### src/scr_pkg.sv
// Purpose: Constants for the SPI control register block.
// Assumes: Wishbone byte addresses are four times a register index.
// Notes: Rate half-periods are in core clock cycles.
// What this block does
// - Interrupt needs enable, done flag, global enable.
// - Port enable bit gates every SPI operation.
// - Bit-order bit one sends LSB first.
// - Master-select bit picks master or slave.
// - Select low as input: drop master, flag.
// - Eight read/write control bits, reset zero.
// - Polarity and phase give four clock formats.
`default_nettype none
package scr_pkg;
	// Register indexes, byte address is index times four
	localparam logic [5:0] CTRL_INDEX = 6'h0D;
	localparam logic [5:0] STATUS_INDEX = 6'h0E;
	localparam logic [5:0] DATA_INDEX = 6'h0F;
	// Control field positions
	localparam int BIT_IRQ_EN = 7;
	localparam int BIT_PORT_EN = 6;
	localparam int BIT_LSB_FIRST = 5;
	localparam int BIT_MASTER = 4;
	localparam int BIT_POLARITY = 3;
	localparam int BIT_PHASE = 2;
	localparam int BIT_RATE_HI = 1;
	localparam int BIT_RATE_LO = 0;
	// Status field position
	localparam int BIT_DONE_FLAG = 7;
	// Reset values
	localparam logic [7:0] CTRL_RESET = 8'h00;
	localparam logic [7:0] BYTE_ZERO = 8'h00;
	localparam logic [23:0] UPPER_ZERO = 24'h00_0000;
	// Synchroniser reset levels: {select, clock, mosi, miso}
	localparam logic [3:0] SYNC_INIT = 4'h8;
	// Serial clock half periods minus one, per rate code
	localparam logic [6:0] HALF_RATE0 = 7'h01;
	localparam logic [6:0] HALF_RATE1 = 7'h07;
	localparam logic [6:0] HALF_RATE2 = 7'h1F;
	localparam logic [6:0] HALF_RATE3 = 7'h3F;
	localparam logic [6:0] COUNT_ZERO = 7'h00;
	localparam logic [6:0] COUNT_ONE = 7'h01;
	// Sixteen clock edges per byte
	localparam logic [3:0] EDGE_FIRST = 4'h0;
	localparam logic [3:0] EDGE_LAST = 4'hF;
	localparam logic [3:0] EDGE_STEP = 4'h1;
endpackage : scr_pkg
`default_nettype wire

### src/scr_sync.sv
// Purpose: Three-stage synchroniser with agreement filter.
// Assumes: Inputs are asynchronous to i_clock.
// Notes: A change is taken once stages two and three agree.
`timescale 1ns/1ps
`default_nettype none
module scr_sync #(
	parameter int WIDTH = 4,
	parameter logic [WIDTH-1:0] INIT = '0
) (
	// Clock and reset
	input wire logic i_clock,
	input wire logic i_reset_n,
	// Raw and filtered levels
	input wire logic [WIDTH-1:0] i_async,
	output logic [WIDTH-1:0] o_level
);
	logic [WIDTH-1:0] st1_r; // Read only by stage two
	logic [WIDTH-1:0] st2_r;
	logic [WIDTH-1:0] st3_r;
	logic [WIDTH-1:0] level_r;
	logic [WIDTH-1:0] level_nxt;

	// Per bit, follow only once the last two stages agree
	always_comb
	begin
		level_nxt = level_r;
		for (int i = 0; i < WIDTH; i++)
		begin
			if (st2_r[i] == st3_r[i])
				level_nxt[i] = st3_r[i];
		end
	end

	// Stages and filtered output
	always_ff @(posedge i_clock or negedge i_reset_n)
	begin
		if (!i_reset_n)
		begin
			st1_r <= INIT;
			st2_r <= INIT;
			st3_r <= INIT;
			level_r <= INIT;
		end
		else
		begin
			st1_r <= i_async;
			st2_r <= st1_r;
			st3_r <= st2_r;
			level_r <= level_nxt;
		end
	end

	assign o_level = level_r;
endmodule // scr_sync
`default_nettype wire

### src/scr_top.sv
// Purpose: SPI control register with a byte shifter behind it.
// Assumes: Classic Wishbone, registers in data lane zero.
// Notes: Mode fault beats a software write to master select.
`timescale 1ns/1ps
`default_nettype none
module scr_top (
	// Clock and reset
	input wire logic i_clock,
	input wire logic i_reset_n,
	// Wishbone slave
	input wire logic i_wb_cyc,
	input wire logic i_wb_stb,
	input wire logic i_wb_we,
	input wire logic [7:0] i_wb_adr,
	input wire logic [31:0] i_wb_dat,
	input wire logic [3:0] i_wb_sel,
	output logic [31:0] o_wb_dat,
	output logic o_wb_ack,
	// Core side
	input wire logic i_global_irq_enable,
	input wire logic i_ss_is_input,
	output logic o_spi_irq,
	// SPI pins
	input wire logic i_sck,
	input wire logic i_mosi,
	input wire logic i_miso,
	input wire logic i_ss_n,
	output logic o_sck,
	output logic o_sck_oe,
	output logic o_mosi,
	output logic o_mosi_oe,
	output logic o_miso,
	output logic o_miso_oe
);
	// Synchronised pin levels
	logic [3:0] pins_s;
	logic ss_s;
	logic sck_s;
	logic mosi_s;
	logic miso_s;
	// Registered state and next values
	logic [7:0] ctrl_r, ctrl_nxt; // Control register
	logic flag_r, flag_nxt; // Transfer done flag
	logic [7:0] tx_buf_r, tx_buf_nxt; // Byte to send
	logic [7:0] rx_data_r, rx_data_nxt; // Last byte received
	logic [7:0] shift_r, shift_nxt; // Outgoing bits
	logic [7:0] rx_shift_r, rx_shift_nxt; // Incoming bits
	logic busy_r, busy_nxt;
	logic [3:0] edge_r, edge_nxt; // Serial clock edge index
	logic sck_r, sck_nxt;
	logic out_r, out_nxt; // Serial data out
	logic [6:0] div_r, div_nxt; // Half period counter
	logic ack_r, ack_nxt;
	logic [7:0] rdat_r, rdat_nxt;
	logic sck_prev_r, ss_prev_r;
	// Decoded strobes and events
	logic bus_hit, wr, wr_ctrl, wr_status, wr_data;
	logic [5:0] idx;
	logic [7:0] wbyte;
	logic en, is_master, clock_polarity, clock_phase, lsb;
	logic fault, tick, slave_act, sck_edge;
	logic lead_ev, trail_ev, sample_ev, out_ev, done;
	logic go_m, go_s, start;
	logic [7:0] ld, src;
	logic in_bit;
	logic [6:0] half_m1;

	// Filter all four pins; select idles high
	scr_sync #(
		.WIDTH(4),
		.INIT(scr_pkg::SYNC_INIT)
	) u_sync (
		.i_clock(i_clock),
		.i_reset_n(i_reset_n),
		.i_async({i_ss_n, i_sck, i_mosi, i_miso}),
		.o_level(pins_s)
	);
	assign {ss_s, sck_s, mosi_s, miso_s} = pins_s;

	// Bus decode, one ack per request
	assign bus_hit = i_wb_cyc & i_wb_stb & ~ack_r;
	assign wr = bus_hit & i_wb_we & i_wb_sel[0];
	assign idx = i_wb_adr[7:2];
	assign wbyte = i_wb_dat[7:0];
	assign wr_ctrl = wr & (idx == scr_pkg::CTRL_INDEX);
	assign wr_status = wr & (idx == scr_pkg::STATUS_INDEX);
	assign wr_data = wr & (idx == scr_pkg::DATA_INDEX);

	// Control fields
	assign en = ctrl_r[scr_pkg::BIT_PORT_EN];
	assign is_master = ctrl_r[scr_pkg::BIT_MASTER];
	assign clock_polarity = ctrl_r[scr_pkg::BIT_POLARITY];
	assign clock_phase = ctrl_r[scr_pkg::BIT_PHASE];
	assign lsb = ctrl_r[scr_pkg::BIT_LSB_FIRST];

	// Rate code to half period
	always_comb
	begin
		case ({ctrl_r[scr_pkg::BIT_RATE_HI], ctrl_r[scr_pkg::BIT_RATE_LO]})
			2'h0: half_m1 = scr_pkg::HALF_RATE0;
			2'h1: half_m1 = scr_pkg::HALF_RATE1;
			2'h2: half_m1 = scr_pkg::HALF_RATE2;
			default: half_m1 = scr_pkg::HALF_RATE3;
		endcase
	end

	// Events; a slave edge counts only while selected
	assign fault = en & is_master & i_ss_is_input & ~ss_s;
	assign tick = busy_r & is_master & (div_r == scr_pkg::COUNT_ZERO);
	assign slave_act = en & ~is_master & ~ss_s & busy_r;
	assign sck_edge = sck_s ^ sck_prev_r;
	// Leading edge leaves the idle level, trailing returns to it
	assign lead_ev = is_master ? (tick & ~edge_r[0])
		: (slave_act & sck_edge & (sck_s != clock_polarity));
	assign trail_ev = is_master ? (tick & edge_r[0])
		: (slave_act & sck_edge & (sck_s == clock_polarity));
	assign go_m = wr_data & en & is_master & ~busy_r;
	assign go_s = en & ~is_master & ss_prev_r & ~ss_s & ~busy_r;
	assign start = go_m | go_s;
	assign done = trail_ev & (edge_r == scr_pkg::EDGE_LAST);
	// Phase zero samples on leading edges, phase one on trailing
	assign sample_ev = clock_phase ? trail_ev : lead_ev;
	assign out_ev = (start & ~clock_phase) | (lead_ev & clock_phase)
		| (trail_ev & ~clock_phase & ~done);
	assign ld = go_m ? wbyte : tx_buf_r;
	assign src = start ? ld : shift_r;
	assign in_bit = is_master ? miso_s : mosi_s;

	// Register file next values; hardware events win
	always_comb
	begin
		ctrl_nxt = ctrl_r;
		flag_nxt = flag_r;
		tx_buf_nxt = tx_buf_r;
		if (wr_ctrl)
			ctrl_nxt = wbyte;
		if (fault)
			ctrl_nxt[scr_pkg::BIT_MASTER] = 1'b0;
		if (wr_status & wbyte[scr_pkg::BIT_DONE_FLAG])
			flag_nxt = 1'b0;
		// Set after clear so a same-cycle event is kept
		if ((done & busy_r) | fault)
			flag_nxt = 1'b1;
		if (wr_data)
			tx_buf_nxt = wbyte;
	end

	// Shifter next values
	always_comb
	begin
		busy_nxt = busy_r;
		edge_nxt = edge_r;
		shift_nxt = shift_r;
		rx_shift_nxt = rx_shift_r;
		rx_data_nxt = rx_data_r;
		out_nxt = out_r;
		sck_nxt = sck_r;
		div_nxt = div_r;
		if (start)
		begin
			busy_nxt = 1'b1;
			edge_nxt = scr_pkg::EDGE_FIRST;
			shift_nxt = ld;
			div_nxt = half_m1;
		end
		if (out_ev)
		begin
			// Send the chosen end, move the next bit into place
			out_nxt = lsb ? src[0] : src[7];
			shift_nxt = lsb ? {1'b0, src[7:1]} : {src[6:0], 1'b0};
		end
		if (sample_ev)
			rx_shift_nxt = lsb ? {in_bit, rx_shift_r[7:1]}
				: {rx_shift_r[6:0], in_bit};
		if (lead_ev | trail_ev)
			edge_nxt = edge_r + scr_pkg::EDGE_STEP;
		if (tick)
		begin
			sck_nxt = ~sck_r;
			div_nxt = half_m1;
		end
		else if (busy_r & ~start & (div_r != scr_pkg::COUNT_ZERO))
			div_nxt = div_r - scr_pkg::COUNT_ONE;
		if (done)
		begin
			busy_nxt = 1'b0;
			rx_data_nxt = rx_shift_nxt;
		end
		// Abort: port off, fault, or slave deselected mid-byte
		if (~en | fault | (~is_master & ss_s))
			busy_nxt = 1'b0;
		// Idle clock rests at the polarity level
		if (~busy_nxt)
			sck_nxt = clock_polarity;
	end

	// Read mux; unmapped offsets read zero and still ack
	always_comb
	begin
		ack_nxt = bus_hit;
		case (idx)
			scr_pkg::CTRL_INDEX: rdat_nxt = ctrl_r;
			scr_pkg::STATUS_INDEX:
				rdat_nxt = {flag_r, 7'h00};
			scr_pkg::DATA_INDEX: rdat_nxt = rx_data_r;
			default: rdat_nxt = scr_pkg::BYTE_ZERO;
		endcase
	end

	// State registers other than the check counters
	always_ff @(posedge i_clock or negedge i_reset_n)
	begin
		if (!i_reset_n)
		begin
			ctrl_r <= scr_pkg::CTRL_RESET;
			flag_r <= 1'b0;
			tx_buf_r <= scr_pkg::BYTE_ZERO;
			rx_data_r <= scr_pkg::BYTE_ZERO;
			shift_r <= scr_pkg::BYTE_ZERO;
			rx_shift_r <= scr_pkg::BYTE_ZERO;
			busy_r <= 1'b0;
			edge_r <= scr_pkg::EDGE_FIRST;
			sck_r <= 1'b0;
			out_r <= 1'b0;
			div_r <= scr_pkg::COUNT_ZERO;
			ack_r <= 1'b0;
			rdat_r <= scr_pkg::BYTE_ZERO;
			sck_prev_r <= 1'b0;
			ss_prev_r <= 1'b1;
		end
		else
		begin
			ctrl_r <= ctrl_nxt;
			flag_r <= flag_nxt;
			tx_buf_r <= tx_buf_nxt;
			rx_data_r <= rx_data_nxt;
			shift_r <= shift_nxt;
			rx_shift_r <= rx_shift_nxt;
			busy_r <= busy_nxt;
			edge_r <= edge_nxt;
			sck_r <= sck_nxt;
			out_r <= out_nxt;
			div_r <= div_nxt;
			ack_r <= ack_nxt;
			rdat_r <= rdat_nxt;
			sck_prev_r <= sck_s;
			ss_prev_r <= ss_s;
		end
	end

	// Outputs; drivers only on when the port is enabled
	assign o_wb_ack = ack_r;
	assign o_wb_dat = {scr_pkg::UPPER_ZERO, rdat_r};
	assign o_spi_irq = ctrl_r[scr_pkg::BIT_IRQ_EN] & flag_r
		& i_global_irq_enable;
	assign o_sck = sck_r;
	assign o_sck_oe = en & is_master;
	assign o_mosi = out_r;
	assign o_mosi_oe = en & is_master;
	assign o_miso = out_r;
	assign o_miso_oe = en & ~is_master & ~ss_s;

	// Cycles since the last clock tick or start, for checking only
	logic [6:0] gap_r;
	logic gap_ok_r;
	always_ff @(posedge i_clock or negedge i_reset_n)
	begin
		if (!i_reset_n)
		begin
			gap_r <= scr_pkg::COUNT_ZERO;
			gap_ok_r <= 1'b0;
		end
		else
		begin
			gap_r <= (tick | start) ? scr_pkg::COUNT_ZERO
				: gap_r + scr_pkg::COUNT_ONE;
			// Stays valid from a tick or start until the rate may change
			gap_ok_r <= (tick | start | gap_ok_r) & ~wr_ctrl;
		end
	end

	property p_irq_gate;
		@(posedge i_clock) disable iff (!i_reset_n)
		$rose(flag_r) && ctrl_r[scr_pkg::BIT_IRQ_EN] && i_global_irq_enable
		|-> o_spi_irq;
	endproperty
	a_irq_gate: assert property (p_irq_gate)
		else $error("irq not raised on flag");

	property p_disabled_idle;
		@(posedge i_clock) disable iff (!i_reset_n)
		!en |-> !o_sck_oe && !o_miso_oe ##1 !busy_r;
	endproperty
	a_disabled_idle: assert property (p_disabled_idle)
		else $error("activity while port disabled");

	property p_first_bit;
		@(posedge i_clock) disable iff (!i_reset_n)
		go_m && !clock_phase |=> o_mosi == (lsb ? $past(wbyte[0]) : $past(wbyte[7]));
	endproperty
	a_first_bit: assert property (p_first_bit)
		else $error("wrong first data bit");

	property p_slave_quiet;
		@(posedge i_clock) disable iff (!i_reset_n)
		!is_master |-> !o_sck_oe && !o_mosi_oe
			##1 !$past(busy_r) || !busy_r || $stable(o_sck);
	endproperty
	a_slave_quiet: assert property (p_slave_quiet)
		else $error("slave drives master pins");

	property p_mode_fault;
		@(posedge i_clock) disable iff (!i_reset_n)
		fault |=> !ctrl_r[scr_pkg::BIT_MASTER] && flag_r && !busy_r;
	endproperty
	a_mode_fault: assert property (p_mode_fault)
		else $error("mode fault not handled");

	property p_ctrl_write;
		@(posedge i_clock) disable iff (!i_reset_n)
		wr_ctrl && !fault |=> ctrl_r == $past(wbyte) ##1 o_wb_dat[7:0]
			== ctrl_r || !$past(ack_r);
	endproperty
	a_ctrl_write: assert property (p_ctrl_write)
		else $error("control write lost");

	property p_idle_level;
		@(posedge i_clock) disable iff (!i_reset_n)
		!busy_r ##1 !busy_r && $stable(clock_polarity) |-> o_sck == clock_polarity;
	endproperty
	a_idle_level: assert property (p_idle_level)
		else $error("idle clock level wrong");

	property p_rate_gap;
		@(posedge i_clock) disable iff (!i_reset_n)
		tick && gap_ok_r |-> gap_r == half_m1;
	endproperty
	a_rate_gap: assert property (p_rate_gap)
		else $error("serial clock half period wrong");
endmodule // scr_top
`default_nettype wire

### config.mk
export PLATFORM = sky130hd
export DESIGN_NAME = scr_top
export DESIGN_NICKNAME = d
export VERILOG_FILES = /design/src/scr_pkg.sv /design/src/scr_sync.sv /design/src/scr_top.sv
export SDC_FILE = /design/constraint.sdc
export NUM_CORES = 1
export LEC_CHECK = 0
export BUFFER_PORTS_ARGS = -buffer_cell sky130_fd_sc_hd__buf_2
export CAP_MARGIN = 40
export CORE_MARGIN = 1.5
export CORE_UTILIZATION = 45
export DETAILED_ROUTE_END_ITERATION = 8
export HOLD_SLACK_MARGIN = 0.12
export PLACE_DENSITY_LB_ADDON = 0.3
export SETUP_SLACK_MARGIN = 0.5
export SLEW_MARGIN = 0
export SYNTH_ARGS = -nofsm -noshare
export SYNTH_HDL_FRONTEND = slang
export SYNTH_HIERARCHICAL = 1
export SYNTH_SLANG_ARGS = --single-unit
### constraint.sdc
create_clock -name i_clock -period 2.34 [get_ports i_clock]
set_input_delay 0.117 -clock i_clock [delete_from_list [all_inputs] [get_ports i_clock]]
set_output_delay 0.117 -clock i_clock [all_outputs]
set_load 0.02 [all_outputs]
## Yosys cells after proc, flatten, opt, wreduce, memory -nomap -nowiden

Index checks and enable logic that the tools add are counted.

- Input bits: 55
- Output and inout port bits: 40
- Bits in registers: 82
- Logic and storage cells: 128

- Reductions and logical operators: 7
- $add $sub $neg: 2
- Equal/unequal tests: 13
- Bitwise gates (word level): 56
- Mux-type cells: 27

Operators by type and width:

| cell | number |
|---|---|
| $mux 8 | 6 |
| $and 1x1->1 | 38 |
| $pmux 8 s3 | 1 |
| $mux 7 | 3 |
| $eq 6x4->1 const B | 3 |
| $pmux 6 s3 | 1 |
| $mux 1 | 13 |
| $not 1->1 | 10 |
| $mux 4 | 2 |
| $logic_not 7->1 | 1 |
| $or 1x1->1 | 7 |
| $reduce_bool 7->1 | 1 |
| $sub 7x1->7 const B | 1 |
| $reduce_bool 2->1 | 3 |
| $eq 1x1->1 | 5 |
| $mux 5 | 1 |
| $add 4x1->4 const B | 1 |
| $eq 4x4->1 const B | 1 |
| $reduce_bool 3->1 | 1 |
| $eq 2x1->1 const B | 1 |
| $eq 2x2->1 const B | 1 |
| $logic_not 2->1 | 1 |
| $ne 2x1->1 const B | 1 |
| $ne 1x1->1 | 1 |
| $xor 1x1->1 | 1 |

## Depth between registers and ports, before layout

Gate-level depths: netlist of the first run.

- Depth in word-level cells: 14
- Mapped depth: 11
- Gate-level depth less buffers: 8

## Hierarchy

Netlist of the first run, hierarchy kept.

Modules (own cells, without submodules):

| module | area each (sq um) | seq. area each (sq um) | cells an instance | times used |
|---|---|---|---|---|
| scr_top | 3455.8 | 1652.8 | 339 | 1 |
| scr_sync | 450.4 | 405.4 | 20 | 1 |

## Least setup slack after synthesis of the first run

No wires, ideal clock.

- Path type: reg-to-reg
- Start point: register ctrl_r[4]
- End point: register rx_data_r[0]
- Arrival: 2481 ps
- Data required time: 2215 ps
- Stages on the path, launching flop included: 8
- Path slack: -266 ps
- Buffers on the path: 1
- Cells stage by stage: dfrtp_1 -> buf_2 -> nor3b_1 -> nand3_1 -> o22ai_1 -> mux2_4 -> mux2_2 -> mux2_2

- Cells in the longest elaborated chain, start to end: 9
- Elaborated cells on any way between the ends: 18

Ends and longest elaborated chain:

| item | RTL line | source |
|---|---|---|
| start: declaration | scr_top.sv:42 | `logic [7:0] ctrl_r, ctrl_nxt;` |
| start signal: assignment | scr_top.sv:215 | `ctrl_r <= scr_pkg::CTRL_RESET;` |
| start signal: assignment | scr_top.sv:233 | `ctrl_r <= ctrl_nxt;` |
| $not 1->1 * | - |  |
| $and 1x1->1 * (2 in a row) | - |  |
| via o_miso_oe | scr_top.sv:33 | `output logic o_miso_oe` |
| $and 1x1->1 * | scr_top.sv:110 | `assign slave_act = en & ~is_master & ~ss_s & busy_r;` |
| $and 1x1->1 * | scr_top.sv:114, scr_top.sv:116 |  |
| $and 1x1->1, on equally long branches | scr_top.sv:114, scr_top.sv:116 |  |
| $mux 1, on equally long branches | scr_top.sv:113, scr_top.sv:115 |  |
| $mux 1 * | scr_top.sv:122 | `assign sample_ev = clock_phase ? trail_ev : lead_ev;` |
| $mux 8 * | scr_top.sv:172 | `if (sample_ev)` |
| via rx_shift_nxt[0] | scr_top.sv:47 | `logic [7:0] rx_shift_r, rx_shift_nxt;` |
| end signal: assignment | scr_top.sv:218 | `rx_data_r <= scr_pkg::BYTE_ZERO;` |
| end signal: assignment | scr_top.sv:236 | `rx_data_r <= rx_data_nxt;` |
| end: declaration | scr_top.sv:45 | `logic [7:0] rx_data_r, rx_data_nxt;` |

Mark *: on every way through the listed nets, which the timed path passes. The rest lies on a longest branch.
A chain may end at the register's enable or synchronous reset.

## Worst setup path in the final report of the first run

- Start point: register div_r[1]
- End point: register rx_data_r[7]

- Cells in the longest elaborated chain, start to end: 6
- Elaborated cells on any way between the ends: 9

Ends and longest elaborated chain:

| item | RTL line | source |
|---|---|---|
| start: declaration | scr_top.sv:52 | `logic [6:0] div_r, div_nxt;` |
| start signal: assignment | scr_top.sv:225 | `div_r <= scr_pkg::COUNT_ZERO;` |
| start signal: assignment | scr_top.sv:243 | `div_r <= div_nxt;` |
| $logic_not 7->1 * | scr_top.sv:109 | `assign tick = busy_r & is_master & (div_r == scr_pkg::COUNT_ZERO);` |
| $and 1x1->1 * | scr_top.sv:109 |  |
| $and 1x1->1, on equally long branches | scr_top.sv:113, scr_top.sv:115 |  |
| $mux 1, on equally long branches | scr_top.sv:113, scr_top.sv:115 |  |
| $mux 1 * | scr_top.sv:122 |  |
| $mux 8 * | scr_top.sv:172 |  |
| via rx_shift_nxt[7] | scr_top.sv:47 |  |

Marks and branches as above.

==> results of run 1 <==
[repair_timing]
item | CTS | global route
buffers inserted | 6 | 4
hold buffers | 17 | 0
resized for setup | 22 | 19
setup endpoints to repair | 39 | 45
gates cloned | 2 | 2
pin swaps | 6 | 5
hold endpoints to repair | 63 | 0
[metal layers]
metal | GRT usage | share of wire
met5 | 0 | 0
met4 | 0.07353 | 0.013
met3 | 0.04581 | 0.043
met2 | 0.3011 | 0.48
met1 | 0.2713 | 0.46
[synthesized netlist by cell type (8+ instances only)]
library cell	number	area share
and2_1	11	0.018
a22o_1	9	0.020
mux2i_1	15	0.038
nand2_1	35	0.034
mux2_2	19	0.055
inv_1	8	0.0077
dfrtp_1	77	0.49
nor2_1	25	0.024
buf_4	26	0.050
a21oi_1	11	0.014
o31ai_1	11	0.021
o21ai_0	19	0.024
[worst max-delay path: stages (launching register included)]
cell and delay (ns):
dfrtp_1 0.39, inv_2 0.06, ha_1 0.13, or4b_4 0.46, or4_4 0.45, o21ai_2 0.15
mux2_4 0.20, mux2_4 0.31, mux2_4 0.26
[state kept, by name, indices dropped and copies added, names as in the netlist, 4 cells and up]
| signal | count |
|---|---|
| u_sync/st2_r | 4 |
| rdat_r | 8 |
| rx_data_r | 8 |
| shift_r | 8 |
| tx_buf_r | 8 |
| u_sync/st3_r | 4 |
| edge_r | 4 |
| ctrl_r | 8 |
| div_r | 7 |
| u_sync/st1_r | 4 |
| u_sync/o_level | 4 |
| rx_shift_r | 8 |
[worst max path at each step]
stage                                          end  slack [ns]  cells past startpoint
after global routing      rx_data_r[7]$_DFFE_PN0P_       -0.28                      8
final                     rx_data_r[7]$_DFFE_PN0P_       -0.19                      8
after detailed placement      shift_r[5]$_DFF_PN0_       -0.30                     10
after floorplan           rx_data_r[0]$_DFFE_PN0P_       -0.21                      9
after CTS                 rx_data_r[7]$_DFFE_PN0P_       -0.18                      8
after global placement    rx_data_r[7]$_DFFE_PN0P_       -0.20                      8
[where the power goes]
part           leakage (nW)  switching [mW]  internal, mW
logic                  1.20           0.176         0.132
clock network         0.121           0.501         0.741
registers              1.05          0.0591          1.49
[logic make-up after synthesis]
group / Yosys count / synth area share
adder cells (fa/ha/maj): 7 / 0.02114
multiplexers: 36 / 0.1009
buffers and inverters: 48 / 0.07719
AND/OR/NAND/NOR: 109 / 0.1400
flip-flops: 82 / 0.5269
AO/OA/AOI/OAI: 73 / 0.1262
XOR/XNOR: 3 / 0.006728
other: 1 / 0.0009600
[final cells by class]
class | instances | area (µm²) | area share
clock buffers | 12 | 145.1 | 0.02926
clock inverters | 4 | 98.84 | 0.01993
inverters | 9 | 33.78 | 0.006811
multi-input cells | 253 | 1782 | 0.3592
flip-flops and latches | 82 | 2058 | 0.4150
well taps | 105 | 131.4 | 0.02649
repair buffers | 95 | 710.7 | 0.1433
[through the flow]
stage	setup slack [ns]	utilization
6_report	-0.1888	0.5976
4_1_cts	-0.1828	0.5818
2_1_floorplan	-0.2118	-
3_5_place_dp	-0.2996	0.5158
3_3_place_gp	-0.1961	0.5149
5_1_grt	-0.2769	0.5976
==> results.toml, run 1 <==
[cts]
htree_num_levels = 3
cts.sink_count = 82
clkTransAtPathRegs_ns = 0.08
cts_tree = "done"
clock_path_buffers = 2
insertion_delay_ns = 0.35
cts_buffers = 9
cts-root-buf = "clkbuf_8"

[drt]
vias = 2931
viasPerCell = 5.234
ant_nets = 0
finalWirelength_um = 8623
dr.pass1.iters = 4
drc = 0
drt_iter0_markers = 163
routedWlPerCell_um = 15.40

[sta]
period_share = 1.081
max_clock_freq_mhz = 395.4
rsz0062_at_grt = "yes"
setup_violations = 25
worst_pin_slew_ns = 0.6124
final_hold_viol_count = 0
worst_slack_ns = -0.1888
fin_hold_ws_ns = 0.1655
fin_worst_skew_ns = 0.005711
finalSetupTns_ns = -2.274
relSlewSlack = 0.5862
maxSlewViolCount = 0
layout_min_cycle_time_ns = 2.529

[synthesis]
async_reset_ff_frac = 1.000
ys.flop_type = "dfrtp_1"
ys_seq_elements = 82
seq_area_frac_synth = 0.5269
syn_inst = 359
synth_cell_type_count = 53
ys_warn_count = 6
synth_edf_count = 0
syn_area_um2 = 3906
syn_avg_cell_area_um2 = 10.88

[min_path]
hold_end = "rdat_r[7]$_DFF_PN0_"
hold_start = "i_wb_adr[5]"
hold_depth = 3
hold_class = "in2reg"

[critical_path]
reg2reg_from = "div_r[1]$_DFFE_PN0P_"
arrival_ns = 2.77
crit_start = "div_r[1]$_DFFE_PN0P_"
rrSetupSlack_ns = -0.19
critical_path.endpoint_type = "flop"
path_max_fanout = 3
r2r_cells = 8
rr_endpoint = "rx_data_r[7]$_DFFE_PN0P_"
critPathKind = "reg2reg"
cp.required_ns = 2.58
worst_setup_path_start_kind = "flop"

[layout]
area_growth_pct = 26.97
final_common_cell = "dfrtp_1"
design_area_um2 = 4960
nets = 508
fin_cells = 560
antenna_cells = 0
mostFrequentLayoutCells = "77 x dfrtp_1, 41 x buf_2, 34 x nand2_1"
fillCellCount = 680
drive_gt1_frac = 0.3363

[floorplanning]
design.die.area_um2 = 9249
io_pins = 95
rows = 33
die_w_um = 96.17
start_util = 0.4707
coreArea_um2 = 8299
die_y_um = 96.17

[placed_design]
gp_congestion = 0.8248
dpl_cell_area_um2 = 4280
port_buffers = 41
dp.cells = 513
hpwl_um = 5782

[global_routing]
grt_pass1_vias = 2780
grt_max_degree = 43
antenna_found_initial = 0
grt_overflow = 0
grt_usage = 0.1968
grt_first_pass_wirelength_um = 13580

[run_status]
violations = "negative setup slack"
outcome = "finished with violations"

[power_and_ir_drop]
ir_drop_uv = 330.9
p_leak_nw = 2.369
finalPower_mw = 3.097
power_density_nw_per_um2 = 624.4

[flow_run]
maxCapViolCount = 0
Power figures use the tool's default switching activity.
==> inputs of run 2 (changes only) <==
- CORE_UTILIZATION: 45 -> 48
- MAX_ROUTING_LAYER: unset -> met4
==> results.toml, run 2 (same netlist as run 1, synthesis figures left out) <==
[power_and_ir_drop]
finalPower_mw = 2.912
ir_drop_uv = 334.9
p_leak_nw = 2.335
power_density_nw_per_um2 = 590.8

[floorplanning]
rows = 32
coreArea_um2 = 7807
die_y_um = 93.21
io_pins = 95
start_util = 0.5003
design.die.area_um2 = 8688
die_w_um = 93.21

[sta]
period_share = 1.081
final_hold_viol_count = 0
worst_pin_slew_ns = 0.5623
relSlewSlack = 0.6200
max_clock_freq_mhz = 395.4
fin_worst_skew_ns = 0.009080
layout_min_cycle_time_ns = 2.529
rsz0062_at_grt = "yes"
maxSlewViolCount = 0
setup_violations = 23
worst_slack_ns = -0.1894
fin_hold_ws_ns = 0.1739

[critical_path]
path_max_fanout = 5
arrival_ns = 2.82
worst_setup_path_start_kind = "flop"
critPathKind = "reg2reg"
cp.required_ns = 2.63
critical_path.endpoint_type = "flop"

[placed_design]
pre_cts_slack_ns = -0.3187
hpwl_um = 5681
gp_congestion = 0.8283
port_buffers = 41
dp.cells = 508

[layout]
fin_cells = 553
nets = 504
utilization = 0.6313
multiInputGateArea_um2 = 1814
fillCellCount = 616
final_common_cell = "dfrtp_1"
drive_gt1_frac = 0.3570
antenna_cells = 0
area_growth_pct = 26.17
mostFrequentLayoutCells = "75 x dfrtp_1, 41 x buf_2, 31 x nand2_1"
seq_area_um2 = 2061

[drt]
viasPerCell = 5.230
finalWirelength_um = 8384
dr.pass1.iters = 4
vias = 2892
ant_nets = 0
drt_iter0_markers = 183
routedWlPerCell_um = 15.16
drc = 0

[cts]
insertion_delay_ns = 0.36
cts.sink_count = 82
cts_buffers = 9
clkTransAtPathRegs_ns = 0.08
cts-root-buf = "clkbuf_8"
htree_num_levels = 3
cts_tree = "done"
clock_path_buffers = 2

[flow_run]
maxCapViolCount = 0

[run_status]
violations = "negative setup slack"
outcome = "finished with violations"

[global_routing]
grt_max_degree = 45
grt_first_pass_wirelength_um = 13340
grt_overflow = 0
grt_usage = 0.2099
antenna_found_initial = 0
grt_pass1_vias = 2741

[min_path]
hold_class = "in2reg"
[run 2: through the flow]
| step | TNS, ns | area [µm²] |
|---|---|---|
| 2_1_floorplan | -0.5118 | 4029 |
| 3_3_place_gp | -1.991 | 4254 |
| 3_5_place_dp | -3.107 | 4262 |
| 4_1_cts | -2.421 | 4827 |
| 5_1_grt | -4.263 | 4928 |
| 6_report | -2.104 | 4928 |
[run 2: worst max-delay path, stage by stage (launching register included)]
cell	delay [ns]
dfrtp_1	0.40
inv_2	0.06
ha_1	0.12
or4b_4	0.45
or4_4	0.46
buf_6	0.14
buf_6	0.11
o221ai_4	0.15
o31ai_4	0.14
buf_6	0.16
a21o_1	0.14
o21ai_1	0.12
[run 2: layer usage]
layer,part of all wire,vias to the layer above,global-route usage
li1,-,1399,-
met1,0.46,1416,0.2786
met2,0.49,68,0.3157
met3,0.038,9,0.05854
met4,0.011,0,0.06313
met5,0,-,-
[run 2: path summary, 6_finish.rpt]
kind / from / end / slack, ns / cells past startpoint
worst max-delay path: div_r[1]$_DFFE_PN0P_ / shift_r[5]$_DFF_PN0_ / -0.19 / 11
worst min-delay path: i_ss_is_input / flag_r$_DFFE_PN0P_ / 0.17 / 4
worst max register to register: div_r[1]$_DFFE_PN0P_ / shift_r[5]$_DFF_PN0_ / -0.19 / 11
worst min register to register: u_sync/st1_r[0]$_DFF_PN0_ / u_sync/st2_r[0]$_DFF_PN0_ / 0.35 / 0
max in group asynchronous: i_reset_n / ss_prev_r$_DFF_PN1_ / 1.40 / 3
min in group asynchronous: i_reset_n / u_sync/st1_r[2]$_DFF_PN0_ / 0.27 / 2
[run 2: area by class of cell]
cell class,count,area share
clock inverter,6,0.01523
sequential,82,0.4181
timing repair buffer,92,0.1399
inverter,9,0.006855
multi-input combinational,252,0.3681
clock buffer,10,0.02589
tap,102,0.02589
[run 2: power breakdown]
part,total [mW],switching (mW),internal (mW)
sequential,1.55,0.0590,1.49
clock,1.05,0.540,0.508
combinational,0.317,0.182,0.136
total,2.91,0.781,2.13
[run 2: repair_timing]
item / CTS / global route
resized for setup: 36 / 22
hold buffers: 17 / 0
setup buffers: 8 / 2
cloned: 2 / 0
endpoints found under the setup margin: 39 / 45
endpoints found under the hold margin: 60 / 0
pin swaps: 9 / 9
==> inputs of run 3 (changes only) <==
- CORE_ASPECT_RATIO: unset -> 0.75
==> results.toml, run 3 (same netlist as run 1, synthesis figures left out) <==
[global_routing]
grt_pass1_vias = 2855
antenna_found_initial = 0
grt_usage = 0.2212
grt_max_degree = 50
grt_first_pass_wirelength_um = 14110
grt_overflow = 0

[layout]
drive_gt1_frac = 0.3464
nets = 512
multiInputGateArea_um2 = 1754
final_common_cell = "dfrtp_1"
area_growth_pct = 25.66
mostFrequentLayoutCells = "75 x dfrtp_1, 40 x buf_2, 35 x buf_4"
seq_area_um2 = 2061
antenna_cells = 0
fin_cells = 564
fillCellCount = 657

[power_and_ir_drop]
p_comb_frac = 0.106
swShare = 0.2743
power_density_nw_per_um2 = 600.1
p_leak_nw = 2.353
power_switching_mw = 0.8079
ir_drop_uv = 587.7
clockPowerShare = 0.367
p_int_mw = 2.138
pwr-share-seq = 0.527

[sta]
finalSetupTns_ns = -2.302
worst_pin_slew_ns = 0.7686
fin_worst_skew_ns = 0.008618
maxSlewViolCount = 0
final_hold_viol_count = 0
worst_slack_ns = -0.2312
period_share = 1.099
layout_min_cycle_time_ns = 2.571
setup_violations = 23
max_clock_freq_mhz = 388.9
relSlewSlack = 0.4876
rsz0062_at_grt = "yes"

[cts]
clkTransAtPathRegs_ns = 0.09
insertion_delay_ns = 0.37
htree_num_levels = 3
cts_buffers = 9
cts-root-buf = "clkbuf_8"
cts_tree = "done"
cts.sink_count = 82
clock_path_buffers = 2

[drt]
viasPerCell = 5.355
vias = 3020
ant_nets = 0
drc = 0
routedWlPerCell_um = 15.75
drt_iter0_markers = 156
dr.pass1.iters = 4
finalWirelength_um = 8885

[run_status]
violations = "negative setup slack"
outcome = "finished with violations"

[floorplanning]
coreArea_um2 = 7883
start_util = 0.4956
die_y_um = 81.13
io_pins = 95
die_w_um = 107.2
design.die.area_um2 = 8694
rows = 28

[critical_path]
arrival_ns = 2.83
cp.required_ns = 2.59
critical_path.endpoint_type = "flop"
critPathKind = "reg2reg"
worst_setup_path_start_kind = "flop"
rr_endpoint = "rx_data_r[7]$_DFFE_PN0P_"
slowest_delay_ns = 0.46
rrSetupSlack_ns = -0.23
path_max_fanout = 3
crit_chain = "inv_2 > ha_1 > or4b_4 > or4_4 > o21ai_2 > mux2_4 > mux2_2 > mux2_2"
r2r_cells = 8
cp_slowest_cell = "or4b_4"
reg2reg_from = "div_r[0]$_DFFE_PN0P_"
crit_top_cell = "mux2_2"

[min_path]
hold_depth = 3
hold_start = "i_wb_adr[5]"
hold_end = "rdat_r[7]$_DFF_PN0_"
hold_class = "in2reg"

[placed_design]
dp.cells = 518
hpwl_um = 6082
pre_cts_slack_ns = -0.2554
port_buffers = 41
gp_congestion = 0.7847

[flow_run]
maxCapViolCount = 0
[run 3: layout make-up]
| class | count | area share |
|---|---|---|
| Clock buffer | 9 | 0.02524 |
| Clock inverter | 7 | 0.01657 |
| Inverter | 9 | 0.006882 |
| Multi-Input combinational cell | 252 | 0.3574 |
| Sequential cell | 82 | 0.4198 |
| Tap cell | 105 | 0.02677 |
| Timing Repair Buffer | 100 | 0.1473 |
[run 3: power groups by stage]
stage	sequential (mW)	combinational (mW)	clock [mW]
finish	1.55	0.312	1.08
global route	1.56	0.346	1.16
CTS	1.55	0.302	1.12
detailed placement	1.57	0.272	0
global placement	1.57	0.263	0
floorplan	1.56	0.183	0
[run 3: how the worst max path moves through the flow]
stage	endpoint	from	depth (start not counted)
after floorplan	rx_data_r[0]$_DFFE_PN0P_	div_r[0]$_DFFE_PN0P_	9
final	rx_data_r[7]$_DFFE_PN0P_	div_r[0]$_DFFE_PN0P_	8
after detailed placement	rx_data_r[7]$_DFFE_PN0P_	div_r[1]$_DFFE_PN0P_	8
after global routing	rx_data_r[0]$_DFFE_PN0P_	div_r[0]$_DFFE_PN0P_	8
after global placement	rx_data_r[7]$_DFFE_PN0P_	div_r[1]$_DFFE_PN0P_	8
after CTS	rx_data_r[7]$_DFFE_PN0P_	div_r[0]$_DFFE_PN0P_	8
[run 3: metal layers]
layer	global-route usage	part of all wire	vias to the layer above
met3	0.05457	0.044	17
met5	-	0	-
met1	0.2962	0.47	1522
li1	-	-	1411
met4	0.08533	0.020	0
met2	0.3261	0.47	70
[run 3: repair_timing]
action / 4_1_cts / 5_1_grt
gates cloned: 2 / 0
hold buffers: 17 / 0
endpoints found under the setup margin: 39 / 45
resized for setup: 26 / 17
buffers inserted: 6 / 5
endpoints found under the hold margin: 63 / 0
pin swaps: 9 / 5
[run 3: stage by stage]
stage / utilization / instance area [µm²] / total power, mW / hold WS [ns]
6_report: 0.6227 / 4908 / 2.946 / 0.1585
5_1_grt: 0.6227 / 4908 / 3.069 / 0.1592
4_1_cts: 0.6095 / 4805 / 2.963 / 0.1278
3_5_place_dp: 0.5462 / 4305 / 1.844 / 0.1805
3_3_place_gp: 0.5452 / 4298 / 1.832 / 0.1714
2_1_floorplan: - / 4029 / 1.747 / -0.1786
[run 3: critical path, delay by kind of cell, from the launching register on]
kind                       cells  cell delay (ns)
DFF                            1             0.39
AOI/OAI and AO/OA              1             0.16
buffers and inverters          1             0.06
adders and majority gates      1             0.13
muxes                          3             0.79
and+or+nand+nor                2             0.92
